$ cat src/rtl/rkpc_pkg.sv
package rkpc_pkg;
   // ------------------------------------------------------------
   // timing
   // ------------------------------------------------------------
   localparam int CLK_HZ = 40000000;
   localparam int WINDOW_MS = 90;
   localparam int WINDOW_CYC = (CLK_HZ / 1000) * WINDOW_MS;
   localparam int IRQ_PULSE_CYC = 4;
   localparam int CNT_W = 4;
   localparam int TMR_W = 23;
   localparam logic [CNT_W-1:0] CNT_RST = 4'h0;

   // ------------------------------------------------------------
   // carriers
   // ------------------------------------------------------------
   typedef struct packed {
      logic knobPhaseA;
      logic knobPhaseB;
   } rkpc_knob_t;

   typedef struct packed {
      logic [CNT_W-1:0] count;
      logic direction;
      logic windowOpen;
   } rkpc_status_t;

   typedef enum logic [1:0] {IDLE, COUNTING, IRQ, WAITCLR} rkpc_state_t;
endpackage

$ cat src/rtl/rkpc_rotary_knob.sv
`timescale 1ns/1ps
// Overview of operation
// - direction flag latched high on counterclockwise rotation
// - direction flag driven low on clockwise rotation
// - knob edge starts a 90 ms counting window
// - pulses gated into the counter from the edge that opens the window until the window expires
// - window cannot be retriggered until it has expired, its interrupt pulse has ended and a counter clear has followed
// - counter is a divide-by-16 chain of halving stages
// - one narrow active-high knob interrupt per window
// - interrupt forwarded active low on the shared panel line
// - active-low clear becomes active-high counter clear pulse
// - any low keyboard sense line also pulls the shared line low
module rkpc_rotary_knob #(
   parameter int WINDOW_CYCLES = rkpc_pkg::WINDOW_CYC
) (
   input wire logic clock,
   input wire logic rst,
   input wire rkpc_pkg::rkpc_knob_t knob,
   input wire logic [7:0] keySense_n,
   input wire logic knob_clear_n,
   output logic knobIrq,
   output logic panel_irq_n,
   output logic knobCounterClear,
   output rkpc_pkg::rkpc_status_t status
);
   import rkpc_pkg::*;

   typedef struct packed {
      rkpc_state_t st;
      logic aPrev;
      logic dir;
      logic [CNT_W-1:0] cnt;
      logic [TMR_W-1:0] tmr;
      logic irq;
      logic irqN;
      logic clr;
      logic clrPrev;
      logic open;
   } rkpc_regs_t;

   rkpc_regs_t r_q;
   rkpc_regs_t r_d;
   logic knobEdge;
   logic [CNT_W-1:0] stageTgl;

   // ------------------------------------------------------------
   // halving stages
   // ------------------------------------------------------------
   // each stage toggles when all lower stages are high and a pulse comes
   genvar g;
   generate
      for (g = 0; g < CNT_W; g++)
      begin : g_stage
         if (g == 0)
         begin : g_first
            assign stageTgl[g] = 1'b1;
         end
         else
         begin : g_next
            assign stageTgl[g] = stageTgl[g-1] & r_q.cnt[g-1];
         end
      end
   endgenerate

   assign knobEdge = r_q.aPrev & ~knob.knobPhaseA;

   // ------------------------------------------------------------
   // next state
   // ------------------------------------------------------------
   always_comb
   begin
      r_d = r_q;
      r_d.aPrev = knob.knobPhaseA;
      r_d.clrPrev = knob_clear_n;
      // falling edge of the clear gives a one-cycle high clear
      r_d.clr = r_q.clrPrev & ~knob_clear_n;
      if (knobEdge)
      begin
         r_d.dir = knob.knobPhaseB;
      end
      r_d.irq = 1'b0;
      case (r_q.st)
         IDLE:
         begin
            if (knobEdge)
            begin
               r_d.st = COUNTING;
               r_d.tmr = TMR_W'(WINDOW_CYCLES - 1);
               r_d.cnt = r_q.cnt ^ stageTgl;
            end
         end
         COUNTING:
         begin
            if (knobEdge)
            begin
               r_d.cnt = r_q.cnt ^ stageTgl;
            end
            if (r_q.tmr == '0)
            begin
               r_d.st = IRQ;
               r_d.tmr = TMR_W'(IRQ_PULSE_CYC - 1);
            end
            else
            begin
               r_d.tmr = r_q.tmr - 1'b1;
            end
         end
         IRQ:
         begin
            r_d.irq = 1'b1;
            if (r_q.tmr == '0)
            begin
               r_d.st = WAITCLR;
            end
            else
            begin
               r_d.tmr = r_q.tmr - 1'b1;
            end
         end
         WAITCLR:
         begin
            if (r_q.clr)
            begin
               r_d.st = IDLE;
            end
         end
         default:
         begin
            r_d.st = IDLE;
         end
      endcase
      if (r_q.clr)
      begin
         r_d.cnt = CNT_RST;
      end
      // registered copy of the window state for the status output
      r_d.open = (r_d.st == COUNTING);
      r_d.irqN = ~(r_d.irq | ~(&keySense_n));
   end

   always_ff @(posedge clock)
   begin
      if (rst)
      begin
         r_q <= '{st: IDLE, aPrev: 1'b1, dir: 1'b0, cnt: CNT_RST,
                  tmr: '0, irq: 1'b0, irqN: 1'b1, clr: 1'b0,
                  clrPrev: 1'b1, open: 1'b0};
      end
      else
      begin
         r_q <= r_d;
      end
   end

   assign knobIrq = r_q.irq;
   assign panel_irq_n = r_q.irqN;
   assign knobCounterClear = r_q.clr;
   assign status = '{count: r_q.cnt, direction: r_q.dir,
                     windowOpen: r_q.open};
endmodule // rkpc_rotary_knob

$ cat config.mk
export PLATFORM = sky130hd
export DESIGN_NAME = rkpc_rotary_knob
export DESIGN_NICKNAME = d
export VERILOG_FILES = /design/src/rtl/rkpc_pkg.sv /design/src/rtl/rkpc_rotary_knob.sv
export SDC_FILE = /design/constraint.sdc
export NUM_CORES = 1
export LEC_CHECK = 0
export BUFFER_PORTS_ARGS = -buffer_cell sky130_fd_sc_hd__buf_2
export CORE_MARGIN = 1
export CORE_UTILIZATION = 38
export DETAILED_ROUTE_END_ITERATION = 7
export SYNTH_ARGS = -nofsm -noshare
export SYNTH_HDL_FRONTEND = slang
export SYNTH_SLANG_ARGS = --single-unit
$ cat constraint.sdc
create_clock -name clock -period 2.9 [get_ports clock]
set_clock_uncertainty 0.1 [all_clocks]
set_input_delay 0.145 -clock clock [delete_from_list [all_inputs] [get_ports clock]]
set_output_delay 0.145 -clock clock [all_outputs]
set_load 0.1 [all_outputs]
==> implementation parameters, run 1 <==
Parameter                              Value

Power
  Sequential fraction of design power    25.4%
  Comb power frac    60.6%
  Maximum ir drop on the vdd rail    0.5411 mV
  Cell internal pwr    1581 uW
  Leakage Power    0.0009814 uW
  Clock Power Share    14.0%
  Net switching power of the design    1555 uW
  Switching portion of total power    49.59%
  Areal power density over the cells    1264 mW/mm2

Global route
  Vias in the first global route    1882
  Number of antenna violations at the first check in global routing    0
  Global-route total usage across every layer    19.71%
  Global-route wire length before repair    9232 um
  Global route overflow    0
  Pin count of the biggest net entering global routing    22

Floorplan
  Chip height    77.67 um
  Std-Cell Rows    27
  Std-Cell Core Area    0.005507 mm2
  I/O pins    22
  Horizontal die dimension    77.67 um
  Floorplan die area    0.006033 mm2
  Starting utilization of the core area    39.51%

Timing
  Actual slew at the worst max-slew pin    0.9350 ns
  Achievable frequency    366.4 MHz
  Count of final setup violators    0
  RSZ-0062 raised after global routing    false
  Hold violation total from the final report    0
  Period utilization    94.12%
  Count of pins over their slew limit    0
  Final critical-path required period    2.730 ns
  Setup Total Neg Slack    0 ns
  Max transition margin    37.67%
  Setup ws final    0.1705 ns

Critical path
  Largest fanout of any net on the critical path    10
  Cell type group with the largest total delay on the critical path    compound AO/OA/AOI/OAI gates
  Crit. End Element    register
  Largest stage delay on the critical path    0.76 ns
  Crit-path slowest cell    sky130_fd_sc_hd__a21oi_1
  Data required, critical path    3.04 ns
  Category of the critical setup timing path    reg2reg
  Arrival @ worst endpoint    2.87 ns
  CP startpoint kind    register
  Crit path cell chain    inv_1 > ha_1 > o21bai_1 > a21oi_1 > o211ai_1 > a311oi_1 > a221o_1
  Number of buffer and inverter instances along the worst setup path    1

Route
  Average routed wire per standard cell    15.92 um
  Count of nets left with antenna violations after detail routing    0
  DRT Pass-1 Iters    4
  DRT Wirelength    5618 um
  Violation count after the first detailed-routing iteration    166
  Routed vias    2037
  Routed via count divided by cell count    5.771
  DRC viols    0

Logic synthesis
  Avg Synthesized Cell Area    8.499 um2
  Flops & latches, synth    36
  Sequential cell area fraction in the yosys report    33.12%
  Net count after synthesis    276
  Synthesized instance count    256
  Share of Yosys cell area claimed by the top area cell type    33.12%
  Library cells used by synthesis    62
  Most used DFF post-synth    sky130_fd_sc_hd__dfxtp_1
  Ranking of synthesized cells by area    sky130_fd_sc_hd__dfxtp_1, sky130_fd_sc_hd__o21ai_0, sky130_fd_sc_hd__ha_1
  FFs w/ async S/R, synth    0%
  Post-synthesis instance area    0.002176 mm2
  Post-synth EDFFs    0
  Post-synth top area cell    sky130_fd_sc_hd__dfxtp_1
  Yosys warns    0

CTS
  Clock-pin slew on the worst setup and hold paths    0.08 ns
  Clock tree from TritonCTS    done
  Insertion delay of the later-clocked pin in the worst-skew pair    0.29 ns
  Root buf cell    sky130_fd_sc_hd__clkbuf_8
  Buffer depth of the longest clock path    2
  Count of buffers added by post-CTS timing repair for setup    0
  Clk sink count    36
  H-Tree Depth    2
  Number of clock buffers inserted by TritonCTS    5

Final layout
  Proportion of layout cells with a drive suffix above 1    19.57%
  Leading cell types in the layout, fill and taps excluded    sky130_fd_sc_hd__dfxtp_1, sky130_fd_sc_hd__buf_2, sky130_fd_sc_hd__o21ai_0
  Most common cell after layout, fill and taps aside    sky130_fd_sc_hd__dfxtp_1
  Count of nets after finishing    300
  Area added between synthesis and finish    14.03%
  Diode count    0

Outcome
  Status    finished clean

Placement
  HPWL after DPL    3999 um
  Final RePlAce weighted congestion    0.8626
  Post-placement setup slack    0.2447 ns
  Buffers added on ports    21

Job
  MaxCap Viol Count    0

Min path
  Type of the most critical hold path    in2reg
-- flip-flops by register name, summed over array words and instances (netlist names) --
name	flops
r_q	27
status	6
knobIrq	1
knobCounterClear	1
panel_irq_n	1
-- layout make-up --
class / count / area, um2
Clock buffer: 6 / 72.57
Clock inverter: 2 / 35.03
Fill cell: 545 / 3025
Inverter: 11 / 41.29
Multi-Input combinational cell: 190 / 1291
Sequential cell: 36 / 720.7
Tap cell: 72 / 90.09
Timing Repair Buffer: 36 / 230.2
-- metal layers --
layer	global-route usage, %	vias to the layer above	part of all wire [%]
li1	-	1014	-
met2	31.68	41	47
met3	5.176	9	4.5
met5	0	-	0
met1	25.34	973	47
met4	6.792	0	2.0
-- cells in the mapped netlist, types with 6 or more instances --
library cell	instances
sky130_fd_sc_hd__a21oi_1	13
sky130_fd_sc_hd__a31oi_1	6
sky130_fd_sc_hd__a32o_1	6
sky130_fd_sc_hd__buf_4	6
sky130_fd_sc_hd__clkbuf_1	7
sky130_fd_sc_hd__dfxtp_1	36
sky130_fd_sc_hd__ha_1	7
sky130_fd_sc_hd__inv_1	11
sky130_fd_sc_hd__nand2_1	14
sky130_fd_sc_hd__nor2_1	15
sky130_fd_sc_hd__nor3_1	11
sky130_fd_sc_hd__o211ai_1	6
sky130_fd_sc_hd__o21ai_0	19
sky130_fd_sc_hd__o31ai_1	8
sky130_fd_sc_hd__or4_1	6
-- metrics by stage --
step           util (%)  instances  cell area, um2  power [uW]  hold WS [ns]
2_1_floorplan         -        256            2176        2209        0.1516
3_3_place_gp      42.20        340            2323        2680        0.2548
3_5_place_dp      42.20        340            2323        2670        0.2535
4_1_cts           44.88        352            2471        3124      0.002101
5_1_grt           45.06        353            2481        3367      0.004799
6_report          45.06        353            2481        3137      0.005025
-- power groups by stage --
stage          Combinational [uW]  Sequential (uW)  Clock [uW]
5_1_grt                      2070              820         476
4_1_cts                      1870              795         456
3_3_place_gp                 1870              805           0
3_5_place_dp                 1860              806           0
6_report                     1900              798         439
2_1_floorplan                1410              799           0
-- cells by family after synthesis --
logic type / count (synthesis) / share of synthesized area, %
AND/OR/NAND/NOR: 94 / 26.39
multiplexers: 4 / 1.840
adder cells (fa/ha/maj): 7 / 4.025
buffers and inverters: 30 / 7.533
XOR/XNOR: 3 / 1.208
flip-flops: 36 / 33.12
AO/OA/AOI/OAI: 82 / 25.88
-- tightest hold or removal path, stage by stage --
cell	delay, ns
sky130_fd_sc_hd__buf_2	0.10
sky130_fd_sc_hd__nand2_1	0.06
sky130_fd_sc_hd__o41ai_1	0.05
-- final timing paths --
check / from / to / slack, ns / depth (start not counted)
setup / recovery: r_q[34] / r_q[19] / 0.17 / 7
hold / removal: keySense_n[0] / panel_irq_n / 0.005 / 3
setup reg to reg: r_q[34] / r_q[19] / 0.17 / 7
hold reg to reg: r_q[1] / knobCounterClear / 0.31 / 2
-- what timing repair did --
item	in CTS	in global routing
endpoints found under the hold margin	5	1
hold buffers	4	1
resized for setup	0	0
No activity file was read; power rests on OpenSTA's default activity.
==> inputs of run 2 (changes only) <==
Settings changed: ABC_AREA from default to 1.
==> implementation parameters, run 2 <==
Parameter                              Value

CTS
  Clock-pin slew on the worst setup and hold paths    0.08 ns (about the same)
  Count of buffers added by post-CTS timing repair for setup    0 (unchanged)
  Clk sink count    36 (unchanged)
  Number of clock buffers inserted by TritonCTS    5 (unchanged)
  Buffer depth of the longest clock path    2 (unchanged)
  Number of cells upsized or downsized after cts    0 (unchanged)
  H-Tree Depth    2 (unchanged)
  Clock tree from TritonCTS    done
  Insertion delay of the later-clocked pin in the worst-skew pair    0.28 ns (about the same)
  Quantity of hold-fixing buffers added after cts    2 (-2)
  Root buf cell    sky130_fd_sc_hd__clkbuf_8

Timing
  Setup Total Neg Slack    0 ns (unchanged)
  Actual slew at the worst max-slew pin    0.5515 ns (-0.3835 ns)
  Achievable frequency    495.0 MHz (+35%)
  Final critical-path required period    2.020 ns (-0.7095 ns)
  Count of final setup violators    0 (unchanged)
  Hold violation total from the final report    0 (unchanged)
  Count of pins over their slew limit    0 (unchanged)
  RSZ-0062 raised after global routing    false
  Max transition margin    63.23% (+26 points)
  Period utilization    69.66% (-24 points)

Route
  Average routed wire per standard cell    11.37 um (-29%)
  Routed via count divided by cell count    4.721 (-18%)
  DRC viols    0 (unchanged)
  Routed vias    2011 (-1.3%)
  Count of nets left with antenna violations after detail routing    0 (unchanged)
  DRT Wirelength    4843 um (-14%)
  Violation count after the first detailed-routing iteration    84 (-49%)
  DRT Pass-1 Iters    4 (unchanged)

Logic synthesis
  Synthesized instance count    333 (+30%)
  Commonest cells in the netlist    sky130_fd_sc_hd__nand2_1, sky130_fd_sc_hd__nor2_1, sky130_fd_sc_hd__inv_1
  Net count after synthesis    353 (+28%)
  Library cells used by synthesis    32 (-48%)
  Ranking of synthesized cells by area    sky130_fd_sc_hd__dfxtp_1, sky130_fd_sc_hd__nand2_1, sky130_fd_sc_hd__nor2_1
  Post-synth top area cell    sky130_fd_sc_hd__dfxtp_1
  Post-synth EDFFs    0 (unchanged)
  Most repeated cell in the gate-level netlist after synthesis    sky130_fd_sc_hd__nand2_1
  FFs w/ async S/R, synth    0% (unchanged)
  Share of Yosys cell area claimed by the top area cell type    32.31% (-0.82 points)
  Most used DFF post-synth    sky130_fd_sc_hd__dfxtp_1
  Yosys warns    0 (unchanged)
  Avg Synthesized Cell Area    6.699 um2 (-21%)
  Post-synthesis instance area    0.002231 mm2 (+2.5%)
  Flops & latches, synth    36 (unchanged)
  Sequential cell area fraction in the yosys report    32.31% (-0.82 points)

Final layout
  Most common cell after layout, fill and taps aside    sky130_fd_sc_hd__nand2_1
  Leading cell types in the layout, fill and taps excluded    sky130_fd_sc_hd__nand2_1, sky130_fd_sc_hd__nor2_1, sky130_fd_sc_hd__inv_1
  Flip-flop count of the largest register, all copies and words added    27 (unchanged)
  Biggest register    r_q
  Area added between synthesis and finish    10.38%
  Post-route design area    0.002462 mm2 (-0.76%)
  Proportion of layout cells with a drive suffix above 1    16.38% (-3.2 points)
  Count of nets after finishing    373 (+24%)
  Diode count    0 (unchanged)
  # fillers    602 (+10%)

Floorplan
  Starting utilization of the core area    40.02% (+0.51 points)
  Std-Cell Core Area    0.005574 mm2 (+1.2%)
  I/O pins    22 (unchanged)
  Floorplan die area    0.006181 mm2 (+2.5%)
  Std-Cell Rows    27 (unchanged)
  Chip height    78.62 um (+1.2%)
  Horizontal die dimension    78.62 um (+1.2%)

Critical path
  Number of cell instances on the worst register-to-register path    10 (+3)
  Arrival @ worst endpoint    2.10 ns (-0.77 ns)
  Largest fanout of any net on the critical path    15 (+5)
  CP startpoint kind    register
  Crit. End Element    register
  R2r endpoint    r_q[6]
  Data required, critical path    2.98 ns (-0.06 ns)
  Register-to-register setup slack    0.88 ns (+0.71 ns)
  Category of the critical setup timing path    reg2reg
  Startpoint of the worst-slack reg-to-reg timing path    r_q[34]

Power
  Leakage Power    0.001214 uW (+24%)
  Maximum ir drop on the vdd rail    0.2606 mV (-52%)
  Areal power density over the cells    624.3 mW/mm2 (-51%)

Global route
  Global route overflow    0 (unchanged)
  Number of antenna violations at the first check in global routing    0 (unchanged)
  Global-route total usage across every layer    17.28% (-2.4 points)
  Vias in the first global route    1787 (-5.0%)
  Pin count of the biggest net entering global routing    17 (-23%)
  Global-route wire length before repair    8286 um (-10%)

Placement
  Post-Place Cell Area    0.002350 mm2 (+1.1%)
  Final RePlAce weighted congestion    0.8405 (-2.6%)
  HPWL after DPL    3564 um (-11%)
  Buffers added on ports    21 (unchanged)

Outcome
  Status    finished clean

Min path
  Min-Delay Startpoint    knob[0]
  Type of the most critical hold path    in2reg
  Min-Delay Endpoint    status[1]
  Number of cells on the worst hold path    3 (unchanged)

Job
  MaxCap Viol Count    0 (unchanged)
## run 2: cell types whose count changed in the layout (fill, tap and decap cells not counted), sizes merged, moves of 8 or more
cell	delta
nand2	+82
nor2	+39
inv	+32
nand3	+19
a21oi	+10
buf	-10
nor4	-9
or4	-9
xor2	+9
nor3	-8
## run 2: kinds of logic after synthesis
group | share of synthesized area, %
buffers and inverters | 10.99
DFF | 32.31
AOI/OAI and AO/OA | 10.38
and+or+nand+nor | 38.47
xor gates and xnor gates | 3.926
adders and majority gates | 3.926
## run 2: worst max-delay path, stage by stage, from the launching register on
cell and delay (ns):
sky130_fd_sc_hd__dfxtp_1 0.40, sky130_fd_sc_hd__inv_1 0.10, sky130_fd_sc_hd__ha_1 0.29, sky130_fd_sc_hd__inv_2 0.14
sky130_fd_sc_hd__nand3_1 0.08, sky130_fd_sc_hd__nand2_1 0.09, sky130_fd_sc_hd__clkinv_2 0.15, sky130_fd_sc_hd__nand2_4 0.24
sky130_fd_sc_hd__inv_4 0.09, sky130_fd_sc_hd__o21ai_0 0.17, sky130_fd_sc_hd__nor2_1 0.06
## run 2: layer usage
layer	GRT usage [%]	vias to the layer above	part of all wire, %
li1	-	1085	-
met1	23.71	887	51
met2	27.04	37	44
met3	3.605	2	4.0
met4	5.000	0	0.64
met5	0	-	0
## run 2: power by group
group          leakage [uW]  internal [uW]  total, uW  switching, uW
sequential         0.000298            551        606           54.8
clock             0.0000510            190        378            188
combinational      0.000865            170        554            384
## run 2: how the worst max path moves through the flow
stage,end,startpoint
6_report,r_q[6],r_q[34]
5_1_grt,r_q[5],r_q[34]
4_1_cts,r_q[6],r_q[34]
3_5_place_dp,r_q[6],r_q[34]
3_3_place_gp,r_q[5],r_q[34]
2_1_floorplan,r_q[35],knobCounterClear
## run 2: layout make-up
cell class / instances / area, um2 / area share, %
Tap cell: 72 / 90.09 / 3.659
Sequential cell: 36 / 720.7 / 29.27
Inverter: 44 / 168.9 / 6.860
Timing Repair Buffer: 23 / 125.1 / 5.081
Clock inverter: 2 / 10.01 / 0.4065
Clock buffer: 6 / 82.58 / 3.354
Multi-Input combinational cell: 243 / 1265 / 51.37
## run 2: per-stage QoR
stage                     total power [uW]  setup slack [ns]  hold WS, ns  std cells  util (%)
after floorplan                       1078             1.134       0.1141        333         -
after global placement                1164            0.9082       0.2480        416     42.15
after detailed placement              1169            0.9132       0.2526        416     42.15
after CTS                             1553            0.8899     0.009473        426     44.18
after global routing                  1657            0.6838      0.03930        426     44.18
final                                 1537            0.8799      0.01015        426     44.18
==> inputs of run 3 (changes only) <==
Clock period 2.9 ns to 2 ns, I/O delays scaled along.
==> implementation parameters, run 3 (synthesized netlist as in run 2, its figures left out) <==
Parameter                              Value

Global route
  Global-route total usage across every layer    17.28% (about the same)
  Global route overflow    0 (unchanged)
  Global-route wire length before repair    8245 um (-0.49%)
  Number of antenna violations at the first check in global routing    0 (unchanged)
  Vias in the first global route    1827 (+2.2%)
  Pin count of the biggest net entering global routing    17 (unchanged)

Route
  DRT Pass-1 Iters    4 (unchanged)
  DRT Wirelength    5053 um (+4.3%)
  Count of nets left with antenna violations after detail routing    0 (unchanged)
  DRC viols    0 (unchanged)
  Routed vias    2125 (+5.7%)
  Average routed wire per standard cell    11.43 um (+0.56%)
  Routed via count divided by cell count    4.808 (+1.8%)
  Violation count after the first detailed-routing iteration    82 (-2.4%)

Final layout
  Proportion of layout cells with a drive suffix above 1    18.92% (+2.5 points)
  Count of nets after finishing    389 (+4.3%)
  Most common cell after layout, fill and taps aside    sky130_fd_sc_hd__nand2_1
  Leading cell types in the layout, fill and taps excluded    sky130_fd_sc_hd__nand2_1, sky130_fd_sc_hd__nor2_1, sky130_fd_sc_hd__inv_1
  Diode count    0 (unchanged)
  Area added between synthesis and finish    17.95%
  Flip-flop count of the largest register, all copies and words added    27 (unchanged)
  Util after Layout    47.21% (+3.0 points)
  Biggest register    r_q

Min path
  Type of the most critical hold path    in2reg

Floorplan
  Floorplan die area    0.006181 mm2 (unchanged)
  Std-Cell Rows    27 (unchanged)
  Horizontal die dimension    78.62 um (unchanged)
  Starting utilization of the core area    40.02% (unchanged)
  I/O pins    22 (unchanged)
  Std-Cell Core Area    0.005574 mm2 (unchanged)
  Chip height    78.62 um (unchanged)

Power
  Net switching power of the design    928.5 uW (+48%)
  Areal power density over the cells    906.4 mW/mm2 (+45%)
  Cell internal pwr    1456 uW (+60%)
  Maximum ir drop on the vdd rail    0.4249 mV (+63%)
  Comb power frac    35.8% (-0.2 points)
  Leakage Power    0.001297 uW (+6.8%)
  Clock Power Share    27.4% (+2.8 points)
  Switching portion of total power    38.93% (-1.8 points)
  Sequential fraction of design power    36.8% (-2.6 points)

Critical path
  Largest fanout of any net on the critical path    1 (-14)
  Crit. End Element    register
  Category of the critical setup timing path    in2reg
  Data required, critical path    2.14 ns (-0.84 ns)
  Arrival @ worst endpoint    2.07 ns (-0.03 ns)
  CP startpoint kind    input port

CTS
  Root buf cell    sky130_fd_sc_hd__clkbuf_8
  Clock tree from TritonCTS    done
  Buffer depth of the longest clock path    2 (unchanged)
  H-Tree Depth    2 (unchanged)
  Clock-pin slew on the worst setup and hold paths    0.07 ns (about the same)
  Insertion delay of the later-clocked pin in the worst-skew pair    0.29 ns (about the same)
  Number of clock buffers inserted by TritonCTS    5 (unchanged)
  Clk sink count    36 (unchanged)

Timing
  Final critical-path required period    1.924 ns
  Max transition margin    66.57% (+3.3 points)
  Count of pins over their slew limit    0 (unchanged)
  Count of final setup violators    0 (unchanged)
  Achievable frequency    519.8 MHz
  Actual slew at the worst max-slew pin    0.5010 ns (-0.05053 ns)
  Period utilization    96.19%
  Setup Total Neg Slack    0 ns (unchanged)
  Hold violation total from the final report    0 (unchanged)
  Hold_ws    0.1039 ns (+0.09379 ns)

Outcome
  Status    finished clean

Placement
  Buffers added on ports    21 (unchanged)
  HPWL after DPL    3557 um (-0.19%)
  Final RePlAce weighted congestion    0.8097 (-3.7%)

Job
  MaxCap Viol Count    0 (unchanged)
-- run 3: worst max-delay path, cell delays in order --
cell,delay (ns)
sky130_fd_sc_hd__dlygate4sd3_1,0.52
sky130_fd_sc_hd__buf_2,0.10
sky130_fd_sc_hd__nand4_1,0.06
sky130_fd_sc_hd__dlygate4sd3_1,0.56
sky130_fd_sc_hd__o31ai_1,0.17
sky130_fd_sc_hd__dlygate4sd3_1,0.56
-- run 3: power by group through the flow --
stage	Combinational [uW]	Clock (uW)	Sequential, uW
2_1_floorplan	676	0	887
3_3_place_gp	803	0	893
3_5_place_dp	804	0	891
4_1_cts	815	671	876
5_1_grt	963	699	892
6_report	855	653	877
-- run 3: metrics by stage --
| step | total power, uW | setup WS, ns | std cells | area, um2 |
|---|---|---|---|---|
| final | 2385 | 0.07624 | 442 | 2631 |
| after global routing | 2554 | -0.06366 | 442 | 2631 |
| after floorplan | 1563 | 0.2339 | 333 | 2231 |
| after detailed placement | 1695 | 0.07892 | 420 | 2380 |
| after global placement | 1696 | 0.09579 | 420 | 2380 |
| after CTS | 2363 | 0.05711 | 434 | 2547 |
-- run 3: worst paths after layout --
| path | from | end | slack (ns) | cells past startpoint |
|---|---|---|---|---|
| max | keySense_n[1] | panel_irq_n | 0.08 | 6 |
| min | rst | r_q[18] | 0.10 | 3 |
| max reg2reg | r_q[35] | r_q[16] | 0.08 | 10 |
| min reg2reg | r_q[1] | knobCounterClear | 0.32 | 2 |
-- run 3: per-layer routing --
layer	track usage (%)	vias to the layer above	part of all wire, %
met5	0	-	0
met4	7.222	0	1.8
met3	3.488	10	3.7
met2	26.78	49	45
met1	23.14	957	50
li1	-	1109	-
-- run 3: what timing repair did --
action / CTS / global route
resized for setup: 0 / 3
setup endpoints to repair: 0 / 23
hold endpoints to repair: 5 / 0
setup buffers: 0 / 8
hold buffers: 6 / 0
-- run 3: cell type report --
cell class / count / area [um2]
clock inverters: 2 / 35.03
multi-input cells: 243 / 1274
inverters: 44 / 170.2
fillers: 591 / 2943
clock buffers: 6 / 72.57
flip-flops and latches: 36 / 721.9
well taps: 72 / 90.09
repair buffers: 39 / 267.8
